**src/verilog/sfc_pkg.sv**
```systemverilog
// Purpose: Shared constants and state types for the storage function command and status register pair.
// Assumes: Configuration accesses are dword wide with four byte enables, as on a configuration cycle.
// Notes:   The command register sits in the low half of dword 04h and the status register in the high half.

package sfc_pkg;

  // Configuration byte address width in bits (256-byte header).
  localparam int unsigned SFC_AW = 8;

  // Byte offsets of the two registers; both live in the same dword.
  localparam logic [SFC_AW-1:0] SFC_CMD_OFS = 8'h04;
  localparam logic [SFC_AW-1:0] SFC_STS_OFS = 8'h06;

  // Bit position of the status register inside the dword.
  localparam int unsigned SFC_STS_SHIFT = 16;

  // Command register field positions.
  localparam int unsigned SFC_CMD_IO_SPACE_ENABLE    = 0;
  localparam int unsigned SFC_CMD_BME     = 2;
  localparam int unsigned SFC_CMD_PER     = 6;
  localparam int unsigned SFC_CMD_INT_DIS = 10;

  // Status register field positions.
  localparam int unsigned SFC_STS_INTP = 3;
  localparam int unsigned SFC_STS_MPE  = 8;
  localparam int unsigned SFC_STS_RMA  = 13;
  localparam int unsigned SFC_STS_DPE  = 15;

  // Reset values and masks.
  localparam logic [15:0] SFC_CMD_RESET = 16'h0000;
  localparam logic [15:0] SFC_CMD_WMASK = 16'h0445;
  localparam logic [15:0] SFC_STS_RESET = 16'h02a0;
  localparam logic [15:0] SFC_STS_FIXED = 16'h02a0;
  localparam logic [15:0] SFC_STS_DYN   = 16'ha108;

  // Number of legacy channel interrupt lines.
  localparam int unsigned SFC_NCHAN = 2;

  // Sticky flags kept by the flag bank, and their indices.
  localparam int unsigned SFC_NFLAGS   = 3;
  localparam int unsigned SFC_FLAG_DPE = 0;
  localparam int unsigned SFC_FLAG_RMA = 1;
  localparam int unsigned SFC_FLAG_MPE = 2;

  // State of the flag bank.
  typedef struct packed {
    logic [SFC_NFLAGS-1:0] flag;  // Sticky event flags.
  } sfc_flag_state_t;

  // State of the register block.
  typedef struct packed {
    logic                 io_space_enable;     // I/O space decode enable.
    logic                 bus_master_enable;      // Bus master enable.
    logic                 parity_response_enable;      // Parity error response enable.
    logic                 int_dis;  // Interrupt disable.
    logic                 pend;     // Registered interrupt pending level.
    logic                 intx_n;   // Native interrupt line, active low.
    logic [SFC_NCHAN-1:0] irq;      // Legacy channel interrupts.
    logic                 msi_req;  // Message interrupt request pulse.
    logic                 perr_oe;  // Parity error pin drive.
    logic [31:0]          rdata;    // Read data.
    logic                 ack;      // Access acknowledge pulse.
  } sfc_state_t;

endpackage : sfc_pkg

```
**src/verilog/sfc_cmd_status_regs.sv**
```systemverilog
// Purpose: Command and status register pair of a storage host function's configuration header.
// Assumes: Event, request and mode inputs come from logic on mclk; no synchronisers are needed.
// Notes:   Reads and writes take one cycle; cfg_ack answers every access, mapped or not.

`timescale 1ns/1ps
`default_nettype none

// Function
// - Interrupt disable blocks line and message interrupts.
// - Unused command enables read as zero.
// - Parity error pin only when response enabled.
// - Bus master starts only when enabled.
// - Memory space enable stays zero.
// - I/O decode only when I/O enabled.
// - Command resets zero, upper bits reserved.
// - Status bits fifteen and thirteen clear by writing one; bit eight only by reset.
// - Host parity error sets bit fifteen.
// - Master abort sets bit thirteen.
// - Select timing field reads binary 01.
// - Backbone read parity error sets bit eight when response enabled.
// - Capability bits fixed one, others zero.
// - Capability chain bit reads zero.
// - Status bit three shows pending interrupt.
// - Status resets 02A0h, low bits reserved.
module sfc_cmd_status_regs (
  input  wire logic                           mclk,           // Core clock, 20 MHz.
  input  wire logic                           nrst,           // Asynchronous reset, active low.
  input  wire logic                           cfg_rd,         // Configuration read strobe.
  input  wire logic                           cfg_wr,         // Configuration write strobe.
  input  wire logic [sfc_pkg::SFC_AW-1:0]     cfg_addr,       // Configuration byte address.
  input  wire logic [3:0]                     cfg_be,         // Byte enables, bit 0 is the low byte.
  input  wire logic [31:0]                    cfg_wdata,      // Write data.
  output logic      [31:0]                    cfg_rdata,      // Read data, registered.
  output logic                                cfg_ack,        // Access done pulse.
  input  wire logic                           host_par_err,   // Data parity error on host side.
  input  wire logic                           master_abort,   // Bus master transfer ended by abort.
  input  wire logic                           backbone_perr,  // Backbone read completion with bad parity.
  input  wire logic [sfc_pkg::SFC_NCHAN-1:0]  chan_irq_req,   // Per-channel interrupt request levels.
  input  wire logic                           legacy_mode,    // Channels run in legacy mode.
  input  wire logic                           msi_enable,     // Message interrupts enabled.
  input  wire logic                           bm_req,         // Channel asks to start a bus master transfer.
  input  wire logic                           io_hit,         // Access hits a channel or bus master I/O range.
  output logic                                bm_start,       // Bus master transfer may start.
  output logic                                io_claim,       // Claim the I/O access.
  output logic                                bus_master_en,  // Bus master enable level.
  output logic                                perr_n_o,       // Parity error pin output value.
  output logic                                perr_oe,        // Parity error pin drive enable.
  output logic                                intx_n,         // Native interrupt line, active low.
  output logic      [sfc_pkg::SFC_NCHAN-1:0]  legacy_channel_interrupts,  // Legacy channel lines.
  output logic                                msi_req         // Message interrupt request pulse.
);
  import sfc_pkg::*;

  sfc_state_t            s_q;       // Registered state.
  sfc_state_t            s_d;       // Next state.
  logic [SFC_NFLAGS-1:0] flag_set;  // Event set strobes to the flag bank.
  logic [SFC_NFLAGS-1:0] flag_clr;  // Software clear strobes to the flag bank.
  logic [SFC_NFLAGS-1:0] flags;     // Current sticky flags.
  logic                  hit;       // Access addresses the register dword.
  logic                  wr_hit;    // Write to the register dword.
  logic                  pend;      // Any channel requests an interrupt.
  logic [15:0]           cmd_val;   // Command register read value.
  logic [15:0]           sts_val;   // Status register read value.

  // Dword decode, shared by reads and writes.
  function automatic logic dw_hit(input logic [SFC_AW-1:0] a);
    dw_hit = (a[SFC_AW-1:2] == SFC_CMD_OFS[SFC_AW-1:2]);
  endfunction : dw_hit

  // Byte lane of a bit in the dword, so a write only touches lanes enabled.
  function automatic logic lane_on(input logic [3:0] be, input int unsigned bitpos);
    lane_on = be[bitpos / 8];
  endfunction : lane_on

  assign hit    = dw_hit(cfg_addr);
  assign wr_hit = cfg_wr & hit;
  assign pend   = |chan_irq_req;

  // Event sources. The master parity flag only sets while parity response is on.
  always_comb begin
    flag_set               = '0;
    flag_set[SFC_FLAG_DPE] = host_par_err;
    flag_set[SFC_FLAG_RMA] = master_abort;
    flag_set[SFC_FLAG_MPE] = backbone_perr & s_q.parity_response_enable;
  end

  // Write-one-to-clear strobes. The master parity flag is read-only and only reset clears it.
  always_comb begin
    flag_clr               = '0;
    flag_clr[SFC_FLAG_DPE] = wr_hit & lane_on(cfg_be, SFC_STS_SHIFT + SFC_STS_DPE)
                             & cfg_wdata[SFC_STS_SHIFT + SFC_STS_DPE];
    flag_clr[SFC_FLAG_RMA] = wr_hit & lane_on(cfg_be, SFC_STS_SHIFT + SFC_STS_RMA)
                             & cfg_wdata[SFC_STS_SHIFT + SFC_STS_RMA];
  end

  // Sticky flag storage; set wins over a clear in the same cycle.
  sfc_flag_bank u_flags (
    .mclk     (mclk),
    .nrst     (nrst),
    .flag_set (flag_set),
    .flag_clr (flag_clr),
    .flag_q   (flags)
  );

  // Command read value: only the stored enables; every other bit is zero.
  always_comb begin
    cmd_val                  = SFC_CMD_RESET;
    cmd_val[SFC_CMD_IO_SPACE_ENABLE]    = s_q.io_space_enable;
    cmd_val[SFC_CMD_BME]     = s_q.bus_master_enable;
    cmd_val[SFC_CMD_PER]     = s_q.parity_response_enable;
    cmd_val[SFC_CMD_INT_DIS] = s_q.int_dis;
  end

  // Status read value: fixed capability bits plus live flags.
  always_comb begin
    sts_val               = SFC_STS_FIXED;
    sts_val[SFC_STS_DPE]  = flags[SFC_FLAG_DPE];
    sts_val[SFC_STS_RMA]  = flags[SFC_FLAG_RMA];
    sts_val[SFC_STS_MPE]  = flags[SFC_FLAG_MPE];
    // Pending state is shown whatever the disable bit says.
    sts_val[SFC_STS_INTP] = s_q.pend;
  end

  // Next state: register writes, reads, interrupt and parity pin logic.
  always_comb begin
    s_d         = s_q;
    s_d.ack     = cfg_rd | cfg_wr;
    s_d.msi_req = 1'b0;

    // Only writable command bits take write data; fixed bits never store.
    if (wr_hit) begin
      if (lane_on(cfg_be, SFC_CMD_IO_SPACE_ENABLE)) begin
        s_d.io_space_enable = cfg_wdata[SFC_CMD_IO_SPACE_ENABLE];
        s_d.bus_master_enable  = cfg_wdata[SFC_CMD_BME];
        s_d.parity_response_enable  = cfg_wdata[SFC_CMD_PER];
      end
      if (lane_on(cfg_be, SFC_CMD_INT_DIS)) begin
        s_d.int_dis = cfg_wdata[SFC_CMD_INT_DIS];
      end
    end

    // Reads return the dword; an unmapped dword reads as zero.
    if (cfg_rd) begin
      if (hit) begin
        s_d.rdata = {sts_val, cmd_val};
      end else begin
        s_d.rdata = '0;
      end
    end

    // Pending level is registered so its rising edge can send one message.
    s_d.pend = pend;

    // The disable bit gates the pending level before any line or message.
    s_d.intx_n  = ~(pend & ~s_q.int_dis & ~legacy_mode & ~msi_enable);
    s_d.irq     = chan_irq_req & {SFC_NCHAN{~s_q.int_dis & legacy_mode}};
    s_d.msi_req = pend & ~s_q.pend & ~s_q.int_dis & msi_enable;

    // The error pin is driven only while parity response is on.
    s_d.perr_oe = host_par_err & s_q.parity_response_enable;
  end

  // State register; everything returns to its default under reset.
  always_ff @(posedge mclk or negedge nrst) begin
    if (!nrst) begin
      s_q        <= '0;
      s_q.intx_n <= 1'b1;
    end else begin
      s_q <= s_d;
    end
  end

  // Handshake terms stay combinational so a request is gated the same cycle.
  assign bm_start = bm_req & s_q.bus_master_enable;
  assign io_claim = io_hit & s_q.io_space_enable;

  // Software is expected to place the bus master base before enabling I/O;
  // no ordering is enforced here.

  assign cfg_rdata                 = s_q.rdata;
  assign cfg_ack                   = s_q.ack;
  assign bus_master_en             = s_q.bus_master_enable;
  assign perr_n_o                  = ~s_q.perr_oe;
  assign perr_oe                   = s_q.perr_oe;
  assign intx_n                    = s_q.intx_n;
  assign legacy_channel_interrupts = s_q.irq;
  assign msi_req                   = s_q.msi_req;
endmodule : sfc_cmd_status_regs

`default_nettype wire

```
**src/verilog/sfc_flag_bank.sv**
```systemverilog
// Purpose: Sticky event flags that hardware sets and software clears by writing ones.
// Assumes: Set and clear strobes come from logic on the same clock.
// Notes:   A set in the same cycle as a clear wins, so no event is lost.

`timescale 1ns/1ps
`default_nettype none

module sfc_flag_bank (
  input  wire logic                           mclk,      // Core clock.
  input  wire logic                           nrst,      // Asynchronous reset, active low.
  input  wire logic [sfc_pkg::SFC_NFLAGS-1:0] flag_set,  // Hardware set strobes.
  input  wire logic [sfc_pkg::SFC_NFLAGS-1:0] flag_clr,  // Software clear strobes.
  output logic      [sfc_pkg::SFC_NFLAGS-1:0] flag_q     // Current flag values.
);
  import sfc_pkg::*;

  sfc_flag_state_t s_q;  // Registered state.
  sfc_flag_state_t s_d;  // Next state.
  logic [SFC_NFLAGS-1:0] nxt;  // Per-flag next value.

  // Each flag follows the same equation: set wins over clear.
  for (genvar i = 0; i < SFC_NFLAGS; i++) begin : g_flag
    assign nxt[i] = flag_set[i] | (s_q.flag[i] & ~flag_clr[i]);
  end

  // Fill the next state from the per-flag equations.
  always_comb begin
    s_d      = s_q;
    s_d.flag = nxt;
  end

  // State register; flags clear at reset.
  always_ff @(posedge mclk or negedge nrst) begin
    if (!nrst) begin
      s_q <= '0;
    end else begin
      s_q <= s_d;
    end
  end

  assign flag_q = s_q.flag;

endmodule : sfc_flag_bank

`default_nettype wire

```
**config.mk**
```make
export PLATFORM = sky130hd
export DESIGN_NAME = sfc_cmd_status_regs
export DESIGN_NICKNAME = d
export VERILOG_FILES = /design/src/verilog/sfc_pkg.sv /design/src/verilog/sfc_cmd_status_regs.sv /design/src/verilog/sfc_flag_bank.sv
export SDC_FILE = /design/constraint.sdc
export NUM_CORES = 1
export LEC_CHECK = 0
export BUFFER_PORTS_ARGS = -buffer_cell sky130_fd_sc_hd__clkbuf_2
export CORE_UTILIZATION = 38
export CTS_CLUSTER_DIAMETER = 150
export DETAILED_ROUTE_END_ITERATION = 8
export PLACE_DENSITY = 0.84
export REMOVE_ABC_BUFFERS = 1
export SYNTH_ARGS = -nofsm -noshare
export SYNTH_HDL_FRONTEND = slang
export SYNTH_SLANG_ARGS = --single-unit
```
**constraint.sdc**
```tcl
create_clock -name mclk -period 1.35 [get_ports mclk]
set_clock_uncertainty 0.05 [all_clocks]
set_input_delay 0.405 -clock mclk [delete_from_list [all_inputs] [get_ports mclk]]
set_output_delay 0.405 -clock mclk [all_outputs]
set_load 0.03 [all_outputs]
```
## Yosys cells after proc, flatten, opt, wreduce, memory -nomap -nowiden

Index checks and enable logic that the tools add are counted.

- Muxes and demuxes: 1
- Reduce and logical (&&, ||, !) cells: 3
- Eq/ne operators: 1
- Bitwise operators: 30

Operators by type and width:

| operator | count |
|---|---|
| $mux 32 | 1 |
| $and 1x1->1 | 17 |
| $not 1->1 | 8 |
| $eq 6x1->1 const B | 1 |
| $or 1x1->1 | 4 |
| $reduce_and 2->1 | 2 |
| $and 2x2->2 | 1 |
| $reduce_or 2->1 | 1 |

- Flip-flop bits (word level): 46
- Output and inout port bits: 42
- Bits of input ports: 57

## Depth between registers and ports, before layout

Gate-level depths: netlist (run 1).

- Word-level depth: 7
- Gate-level depth with buffers: 4
- Gate-level depth less buffers: 3

## Modules after synthesis

A second synthesis (run 1) with hierarchy kept.

- Cell total of the unflattened synthesis: 115
- Area total of the unflattened synthesis: 1,204.9 um^2

Modules (own cells, without submodules):

| module | area each (um^2) | sequential area each (um^2) | times used | cells each |
|---|---|---|---|---|
| sfc_cmd_status_regs | 1,096.1 | 501.7 | 1 | 106 |
| sfc_flag_bank | 108.9 | 75.1 | 1 | 9 |

## Worst setup path after synthesis (run 1)

Ideal clock, no wire load.

- Path kind: input to register
- From: input port cfg_addr[7] (netlist name)
- To: register s_q, in the netlist bus_master_en
- Path slack: -0.064 ns
- Arrival time: 1.236 ns
- Data required time: 1.172 ns
- Stages on the path: 3
- Cells stage by stage: nor4_4 nand4_2 mux2_1

- Word-level cells in the longest chain between the ends: 3

RTL lines:

| what | RTL line | source |
|---|---|---|
| start: declaration | sfc_cmd_status_regs.sv:30 | `input wire logic [sfc_pkg::SFC_AW-1:0] cfg_addr,` |
| $eq 6x1->1 | sfc_cmd_status_regs.sv:67 | `dw_hit = (a[SFC_AW-1:2] == SFC_CMD_OFS[SFC_AW-1:2]);` |
| $and 1x1->1 | sfc_cmd_status_regs.sv:76 | `assign wr_hit = cfg_wr & hit;` |
| $reduce_and 2->1 (no source line) | -- |  |
| end: declaration | sfc_cmd_status_regs.sv:54 | `sfc_state_t s_q;` |

Every way passes these cells.
A chain may end at the register's enable or synchronous reset.

## Final worst setup path (run 1)

- From: register s_q, in the netlist bus_master_en
- To: output port bm_start

- Word-level cells in the longest chain between the ends: 1

RTL lines:

| what | RTL line | source |
|---|---|---|
| $and 1x1->1 | sfc_cmd_status_regs.sv:174 | `assign bm_start = bm_req & s_q.bus_master_enable;` |
| end: declaration | sfc_cmd_status_regs.sv:43 | `output logic bm_start,` |

Every way passes these cells.

==> flow_summary_export.csv, run 1 <==
group,metric,value,unit
floorplanning,chipHeight,57.7,um
synthesis,yosys-mux-area-fraction,3.82,%
sta,rsz0062_at_grt,"true",
sta,postLayoutSetupSlackWorst,-0.114,ns
sta,setup-violations-final,8,
worst_setup_path,critical_path_required_time,0.90,ns
placed_design,dp.final_hpwl,1.60,mm
sta,worst-slew-pin-transition,0.560,ns
worst_setup_path,r2r_setup_slack,0.26,ns
power_and_ir_drop,power.density,877,nW/um^2
floorplanning,floorplan.die.width,57.7,um
route,detail-route-antenna-nets,0,
route,drt_iter0_drc,14,
final_layout,area.sequential,578,um^2
synthesis,synth_simple_gate_area_share,14.3,%
synthesis,number_of_flops_mapped_to_enable_cells_by_yosys,0,
final_layout,antenna_diode_count,0,
power_and_ir_drop,worst_ir_drop_vdd,0.783,mV
flow_run,max-cap-violations,0,
clocking,total_clock_buffers_created_by_cts,3,
placed_design,place.port_buffers,48,
worst_setup_path,arrival,1.01,ns
clocking,ctsRootBufferMaster,"clkbuf_4",
route,detail_route.first_pass.iterations,8,
outcome,outcome,"complete, but fails checks",
global_route,groute.usage.overall,13.3,%
sta,slew_headroom,62.7,%
synthesis,number_of_flip_flops_and_latches_in_the_synthesized_netlist,23,
clocking,clock_path_buffers,2,
power_and_ir_drop,comb_power_share,21.6,%
final_layout,multi_input_area,378,um^2
synthesis,syn_inst,112,
worst_setup_path,crit-reg2reg-capture,"intx_n",
synthesis,async_flop_share,100,%
global_route,grt_max_degree,24,
worst_setup_path,r2r-start,"cmd_val[10]",
clocking,cts.sink_count,23,
final_layout,layout-area-overhead-vs-synth,30.5,%
floorplanning,design.die.area,3330,um^2
clocking,htreeDepth,1,
placed_design,place_worst_setup_slack,-0.180,ns
clocking,hold_buf_count_cts,0,
route,drt-wirelength-per-cell,11.3,um
route,route.vias.total,847,
global_route,grt_pass1_vias,746,
floorplanning,floorplan_core_area,2850,um^2
synthesis,synth_top_flop_cell,"dfrtp_1",
worst_setup_path,timing.critical_path.fanout_max,4,
power_and_ir_drop,power_report.internal_total,0.941,mW
worst_setup_path,critical_path.endpoint_type,"output pin",
synthesis,synth.yosys.warnings,0,
synthesis,unique_masters_post_synth,26,
final_layout,drive_above_1_share,45.2,%
floorplanning,top_level_ports,99,
clocking,clkLatencyLatePin,0.30,ns
sta,hold_viol_final,0,
worst_setup_path,critical-path-max-stage-delay,0.42,ns
worst_setup_path,worstPathCellList,"and2_4, buf_8",
global_route,grt_first_pass_wirelength,3.26,mm
power_and_ir_drop,leakagePower,0.794,nW
floorplanning,initial_utilization,41.3,%
power_and_ir_drop,power.clock.fraction,23.2,%
sta,layout_worst_path_cycle_share,108,%
power_and_ir_drop,swShare,30.2,%
global_route,overflow,0,
synthesis,synth_top_family_by_area,"buffers and inverters",
synthesis,yosys.area_share.xor_xnor,0,%
synthesis,synth_area_per_cell,10.5,um^2
route,drc_errors,1,
final_layout,nNetsFinal,215,
outcome,violations,"DRC, setup timing",
worst_setup_path,cp-start-kind,"flop",
sta,finalCriticalPeriod,1.46,ns
worst_setup_path,ff2ff_path_depth,1,
synthesis,cell_area_after_synthesis,1180,um^2
placed_design,gp_routability_congestion,0.783,
clocking,cts_tree,"yes",
synthesis,synth_compound_gate_area_share,6.79,%
sta,maxClockFrequency,683,MHz
route,detail_route.vias_per_cell,4.51,
power_and_ir_drop,seq_power_share,55.2,%
clocking,clkSlewWorstSetupHoldPaths,0.13,ns
synthesis,post_synth_fa_ha_maj_area_fraction,0,%
final_layout,fillCellCount,262,
sta,timing.hold.ws,0.00703,ns
hold_path,hold_class,"input pin to async pin",
global_route,antenna_found_initial,0,
worst_setup_path,master_of_the_slowest_instance_on_the_critical_path,"dfrtp_1",
synthesis,synth-seq-area-share,48.9,%
sta,slew_violations,0,
power_and_ir_drop,power_switching,0.408,mW
floorplanning,floorplan.rows,19,
worst_setup_path,critical_path_class,"flop to output pin",
worst_setup_path,critical_path.startpoint,"bus_master_en",
route,postRouteWirelength,2.12,mm
## worst max path at each step
stage,to,slack [ns],depth (start not counted)
floorplan,bus_master_en,-0.06,3
global placement,cmd_val[10],-0.18,5
detailed placement,cmd_val[10],-0.18,5
CTS,bm_start,-0.15,2
global route,bm_start,-0.18,2
finish,bm_start,-0.11,2
## timing repair
item / 4_1_cts / 5_1_grt
pin swaps: 0 / 0
buffers inserted: 3 / 3
gates resized for setup: 31 / 35
setup endpoints to repair: 17 / 21
## cells by family (layout without fill, tap and decap cells)
family / Yosys count / after routing
buffers and inverters: 47 / 72
and+or+nand+nor: 25 / 25
DFF: 23 / 23
AOI/OAI and AO/OA: 12 / 12
muxes: 4 / 4
other: 1 / 21
## metal layers
metal | up-vias | routed length, um | track usage, %
met5 | - | 0 | 0
met4 | 0 | 19 | 3.06
met3 | 2 | 130 | 3.57
met2 | 45 | 1150 | 25.7
met1 | 395 | 818 | 14.2
li1 | 405 | - | -
## worst max-delay path: cells and delay by family, from the launching register on
| kind | cells | cell delay, ns |
|---|---|---|
| buffers and inverters | 1 | 0.13 |
| DFF | 1 | 0.42 |
| and+or+nand+nor | 1 | 0.15 |
## registers in the layout, summed over array words and instances, names as in the netlist, 2 cells and up
register,count
cmd_val,3
legacy_channel_interrupts,2
cfg_rdata,9
u_flags.flag_q,3
## per-stage QoR
step                utilization [%]  cells  total power, mW  setup TNS, ns  cell area [um^2]
finish                         53.9    188             1.35         -0.437              1540
global placement               45.3    178             1.01          -1.41              1290
floorplan                         -     96            0.911         -0.192               991
detailed placement             45.3    178             1.01          -1.44              1290
global route                   53.9    188             1.44          -1.18              1540
CTS                            51.4    185             1.35         -0.561              1470
## power groups by stage
stage	Combinational [mW]	Sequential [mW]	Clock [mW]
4_1_cts	0.278	0.743	0.326
3_3_place_gp	0.252	0.755	0
6_report	0.291	0.745	0.314
2_1_floorplan	0.130	0.781	0
5_1_grt	0.312	0.749	0.375
3_5_place_dp	0.255	0.756	0
## layout by cell type, fill, tap and decap left out, drive strengths merged, types with 3 or more instances in the layout
cell,instances
clkbuf,31
buf,29
dfrtp,22
conb,21
inv,11
nand2,9
o22ai,8
mux2,4
and2,3
## cell usage after synthesis (all sizes together) (2+ instances only)
cell type / n / area (um^2)
inv: 11 / 41.3
buf: 34 / 255
o22a: 2 / 17.5
and3b: 2 / 17.5
nand4: 2 / 18.8
mux2: 4 / 45.0
nand2: 9 / 36.3
clkbuf: 2 / 7.51
dfrtp: 22 / 551
nand4b: 2 / 17.5
and2: 3 / 18.8
o22ai: 8 / 50.1
## layout make-up
type,instances,share of cell area [%]
clock buffer,3,1.46
clock inverter,1,0.325
inverter,11,2.69
multi-input combinational,62,24.6
sequential,23,37.6
tap,31,2.52
timing repair buffer,57,30.8
Note: power is estimated with default switching activity, not from simulation.
==> run 2, diff against run 1 <==
CORE_UTILIZATION = 35   (was 38)
PLACE_DENSITY = 0.79   (was 0.84)
==> run 2 against run 1 <==
The run ends with setup timing left. Via count is 1.4% higher. Sequential power is essentially flat. Fmax is 0.17% higher. Final cell count up 8.0%. Worst hold slack lost 0.0056 ns. Total power rose by 1.6%. Critical path type unchanged.
==> flow_summary_export.csv, run 2 (synthesis results as in run 1) <==
group,metric,value,unit
sta,finalCriticalPeriod,1.46,ns
power_and_ir_drop,power_report.internal_total,0.951,mW
flow_run,max-cap-violations,0,
floorplanning,floorplan_core_area,3130,um^2
final_layout,finalCoreUtilization,50.8,%
clocking,hold_buf_count_cts,0,
route,detail_route.first_pass.iterations,4,
floorplanning,design.die.area,3600,um^2
sta,slew_headroom,62.2,%
placed_design,dpl.cell_count,192,
sta,setup_tns,-0.554,ns
route,route.vias.total,859,
final_layout,most_frequent_standard_cell_in_the_layout_excluding_fill_and_tap_cells,"clkbuf_2",
route,detail-route-antenna-nets,0,
global_route,antenna_found_initial,0,
final_layout,multi_input_area,378,um^2
sta,slew_violations,0,
floorplanning,chipHeight,60.0,um
power_and_ir_drop,power.clock.fraction,23.3,%
final_layout,drive_above_1_share,45.9,%
clocking,clkLatencyLatePin,0.32,ns
floorplanning,initial_utilization,37.7,%
placed_design,place_worst_setup_slack,-0.182,ns
route,drt-wirelength-per-cell,11.5,um
route,drt_iter0_drc,13,
final_layout,fillCellCount,295,
outcome,violations,"setup timing",
global_route,grt_max_degree,24,
placed_design,place.port_buffers,48,
final_layout,mostFrequentLayoutCells,"clkbuf_2 (27), conb_1 (21), dfrtp_1 (21), buf_8 (14)",
worst_setup_path,arrival,1.01,ns
outcome,outcome,"complete, but fails checks",
global_route,groute.usage.overall,13.6,%
final_layout,area.sequential,578,um^2
final_layout,nNetsFinal,217,
sta,postLayoutSetupSlackWorst,-0.111,ns
clocking,cts.sink_count,23,
route,postRouteWirelength,2.34,mm
power_and_ir_drop,seq_power_share,54.4,%
clocking,clkSlewWorstSetupHoldPaths,0.13,ns
global_route,grt_first_pass_wirelength,3.46,mm
clocking,htreeDepth,1,
sta,maxClockFrequency,684,MHz
power_and_ir_drop,power_switching,0.420,mW
floorplanning,top_level_ports,99,
worst_setup_path,worstPathCellList,"and2_4, buf_8",
floorplanning,floorplan.die.width,60.0,um
worst_setup_path,critical-path-max-stage-delay,0.42,ns
placed_design,dp.final_hpwl,1.62,mm
sta,hold_viol_final,0,
global_route,grt_pass1_vias,824,
route,detail_route.vias_per_cell,4.23,
clocking,cts_tree,"yes",
power_and_ir_drop,power.density,862,nW/um^2
sta,worst-slew-pin-transition,0.567,ns
final_layout,layout-area-overhead-vs-synth,34.9,%
power_and_ir_drop,comb_power_share,22.3,%
worst_setup_path,master_of_the_slowest_instance_on_the_critical_path,"dfrtp_1",
power_and_ir_drop,swShare,30.6,%
clocking,ctsRootBufferMaster,"clkbuf_4",
worst_setup_path,ff2ff_path_depth,3,
final_layout,post_layout_nonfiller_instances,203,
final_layout,largest_register_ffs,9,
sta,layout_worst_path_cycle_share,108,%
power_and_ir_drop,leakagePower,0.812,nW
worst_setup_path,critical_path_class,"flop to output pin",
hold_path,hold_class,"input pin to async pin",
floorplanning,floorplan.rows,20,
worst_setup_path,cp_num_buf_inv,1,
sta,setup-violations-final,8,
worst_setup_path,r2r_setup_slack,0.24,ns
worst_setup_path,timing.critical_path.max_delay_family,"flip-flops",
placed_design,gp_routability_congestion,0.702,
final_layout,antenna_diode_count,0,
worst_setup_path,timing.critical_path.fanout_max,2,
worst_setup_path,cp-start-kind,"flop",
global_route,overflow,0,
route,drc_errors,0,
sta,rsz0062_at_grt,"true",
clocking,total_clock_buffers_created_by_cts,3,
worst_setup_path,critical_path_required_time,0.90,ns
worst_setup_path,timing.critical_path.depth,2,
clocking,clock_path_buffers,2,
power_and_ir_drop,worst_ir_drop_vdd,0.314,mV
worst_setup_path,critical_path.endpoint_type,"output pin",
[run 2: layout make-up]
class                      instances  share of cell area [%]
clock buffer                       3                    1.42
tap                               44                    3.46
multi-input combinational         62                    23.8
inverter                          11                    2.60
clock inverter                     1                   0.315
timing repair buffer              59                    32.1
sequential                        23                    36.3
[run 2: per-stage QoR]
step	area (um^2)	power [mW]	hold WS [ns]
finish	1590	1.37	0.00141
global route	1590	1.43	0.0309
CTS	1490	1.35	0.0192
detailed placement	1320	1.01	0.372
global placement	1320	1.01	0.371
floorplan	991	0.911	0.0594
[run 2: layer usage]
layer	global-route usage, %	wire length, um	share of wire (%)
met4	7.97	51	2.2
met2	25.7	1290	55
met1	14.3	866	37
met5	0	0	0
met3	1.30	135	5.8
[run 2: power by group through the flow]
stage	Sequential, mW	Combinational [mW]	Clock, mW
after floorplan	0.781	0.130	0
after global placement	0.755	0.254	0
after detailed placement	0.757	0.258	0
after CTS	0.743	0.284	0.325
after global routing	0.750	0.328	0.352
final	0.746	0.306	0.319
[run 2: final timing paths]
kind                                      start       endpoint
worst max-delay path              bus_master_en       bm_start
worst min-delay path                       nrst    cmd_val[10]
worst max register to register    bus_master_en  bus_master_en
worst min register to register          s_q[38]        msi_req
max in group asynchronous                  nrst  cfg_rdata[25]
min in group mclk               chan_irq_req[1]        s_q[38]
[run 2: timing repair]
action,CTS,global route
cloned,0,0
setup endpoints to repair,15,21
pin swaps,0,0
buffers inserted,2,5
gates resized for setup,31,43
==> run 3, diff against run 2 <==
CAP_MARGIN = 0   (was unset)
clock period = 1.4 ns   (was 1.35 ns; I/O delays follow)
==> run 3 against run 2 <==
The flow still finishes with violations (setup timing). Die area stayed put. Clock-buffer cell count stayed put. Flip-flop and latch count stayed put. Routed wire length is 10% lower. Total power is 5.6% lower. Clock power is 6.9% lower. Cell area is 8.7% lower. Critical path depth stayed put. Worst setup slack better by 0.030 ns. Critical path type unchanged. Highest routed layer unchanged.
==> flow_summary_export.csv, run 3 (synthesis results as in run 1) <==
group,metric,value,unit
sta,finalCriticalPeriod,1.48,ns
sta,slew_violations,0,
power_and_ir_drop,power.density,892,nW/um^2
worst_setup_path,worstPathCellList,"buf_4, clkbuf_8",
outcome,violations,"setup timing",
floorplanning,initial_utilization,37.7,%
final_layout,mostFrequentLayoutCells,"clkbuf_2 (31), conb_1 (21), dfrtp_1 (21), inv_1 (10)",
sta,hold_viol_final,0,
worst_setup_path,cp-start-kind,"flop",
route,detail_route.first_pass.iterations,4,
global_route,grt_first_pass_wirelength,3.33,mm
final_layout,antenna_diode_count,0,
clocking,hold_buf_count_cts,0,
worst_setup_path,critical_path.endpoint_type,"output pin",
clocking,ctsRootBufferMaster,"clkbuf_4",
flow_run,max-cap-violations,0,
worst_setup_path,cp_num_buf_inv,2,
global_route,groute.usage.overall,13.0,%
sta,rsz0062_at_grt,"true",
clocking,clkSlewWorstSetupHoldPaths,0.12,ns
global_route,overflow,0,
worst_setup_path,arrival,1.01,ns
placed_design,dp.final_hpwl,1.64,mm
route,drt_iter0_drc,7,
clocking,clkLatencyLatePin,0.30,ns
sta,maxClockFrequency,675,MHz
worst_setup_path,r2r_setup_slack,0.30,ns
final_layout,finalCoreUtilization,46.4,%
route,postRouteWirelength,2.10,mm
clocking,cts.sink_count,23,
final_layout,layout-area-overhead-vs-synth,23.1,%
worst_setup_path,critical_path_required_time,0.93,ns
hold_path,hold_class,"input pin to async pin",
final_layout,largest_register_ffs,9,
worst_setup_path,critical_path_class,"flop to output pin",
worst_setup_path,master_of_the_slowest_instance_on_the_critical_path,"dfrtp_1",
global_route,grt_max_degree,24,
power_and_ir_drop,worst_ir_drop_vdd,0.590,mV
final_layout,nNetsFinal,213,
clocking,clock_path_buffers,2,
route,wl_met3,152,um
sta,setup-violations-final,4,
route,detail-route-antenna-nets,0,
worst_setup_path,critical-path-max-stage-delay,0.42,ns
sta,slew_headroom,63.3,%
placed_design,place_worst_setup_slack,-0.164,ns
placed_design,place.port_buffers,48,
floorplanning,design.die.area,3600,um^2
floorplanning,top_level_ports,99,
route,drt-wirelength-per-cell,10.5,um
outcome,outcome,"complete, but fails checks",
sta,postLayoutSetupSlackWorst,-0.0814,ns
route,drc_errors,0,
placed_design,gp_routability_congestion,0.699,
global_route,antenna_found_initial,0,
final_layout,most_frequent_standard_cell_in_the_layout_excluding_fill_and_tap_cells,"clkbuf_2",
worst_setup_path,timing.critical_path.max_delay_family,"flip-flops",
sta,timing.hold.ws,0.0267,ns
sta,worst-slew-pin-transition,0.551,ns
floorplanning,floorplan_core_area,3130,um^2
sta,layout_worst_path_cycle_share,106,%
floorplanning,chipHeight,60.0,um
floorplanning,floorplan.die.width,60.0,um
worst_setup_path,timing.critical_path.fanout_max,3,
route,met1_length,735,um
global_route,grt_pass1_vias,781,
clocking,htreeDepth,1,
route,detail_route.vias_per_cell,4.20,
power_and_ir_drop,leakagePower,0.767,nW
route,route.vias.total,835,
clocking,total_clock_buffers_created_by_cts,3,
floorplanning,floorplan.rows,20,
route,wl_met2,1.18,mm
clocking,cts_tree,"yes",
route,highest_layer,"met4",
final_layout,drive_above_1_share,44.5,%
run 3: changes by cell type in the layout (fill, tap and decap cells not counted), sizes merged:
cell    previous run  this run
clkbuf            30        35
buf               32        23
run 3: where the power goes:
part / total [mW] / internal (mW) / switching (mW)
Sequential: 0.718 / 0.697 / 0.0205
Combinational: 0.279 / 0.0997 / 0.179
Clock: 0.297 / 0.107 / 0.191
run 3: through the flow:
step	area [um^2]	TNS [ns]	std cells	total power, mW
2_1_floorplan	991	-0.0867	96	0.878
4_1_cts	1400	-0.331	198	1.30
3_3_place_gp	1310	-0.911	191	0.971
3_5_place_dp	1310	-1.26	191	0.976
6_report	1450	-0.243	199	1.29
5_1_grt	1450	-0.591	199	1.37
run 3: metal layers:
layer / track usage, % / vias to the layer above
met1: 12.4 / 384
li1: - / 399
met2: 26.7 / 48
met5: 0 / -
met4: 3.99 / 0
met3: 3.03 / 4
run 3: worst paths after layout:
kind,from,cells past startpoint,end
max,bus_master_en,2,bus_master_en
min,nrst,1,legacy_channel_interrupts[0]
max reg2reg,cmd_val[0],3,cmd_val[0]
min reg2reg,s_q[38],1,msi_req
max in group asynchronous,nrst,1,cfg_rdata[25]
min in group mclk,msi_enable,2,intx_n
run 3: worst register-to-register path, stage by stage (launching register included):
cell and delay (ns):
dfrtp_1 0.40, buf_4 0.13, buf_4 0.12, mux2_1 0.28
run 3: area by class of cell:
type	count	area, um^2
Inverter	11	41.3
Clock buffer	3	22.5
Sequential cell	23	578
Multi-Input combinational cell	62	378
Timing Repair Buffer	55	372
Fill cell	305	1680
Clock inverter	1	5.00
Tap cell	44	55.1
run 3: timing repair:
item | 4_1_cts | 5_1_grt
setup buffers | 3 | 1
gates resized for setup | 11 | 36
endpoints found under the setup margin | 5 | 16
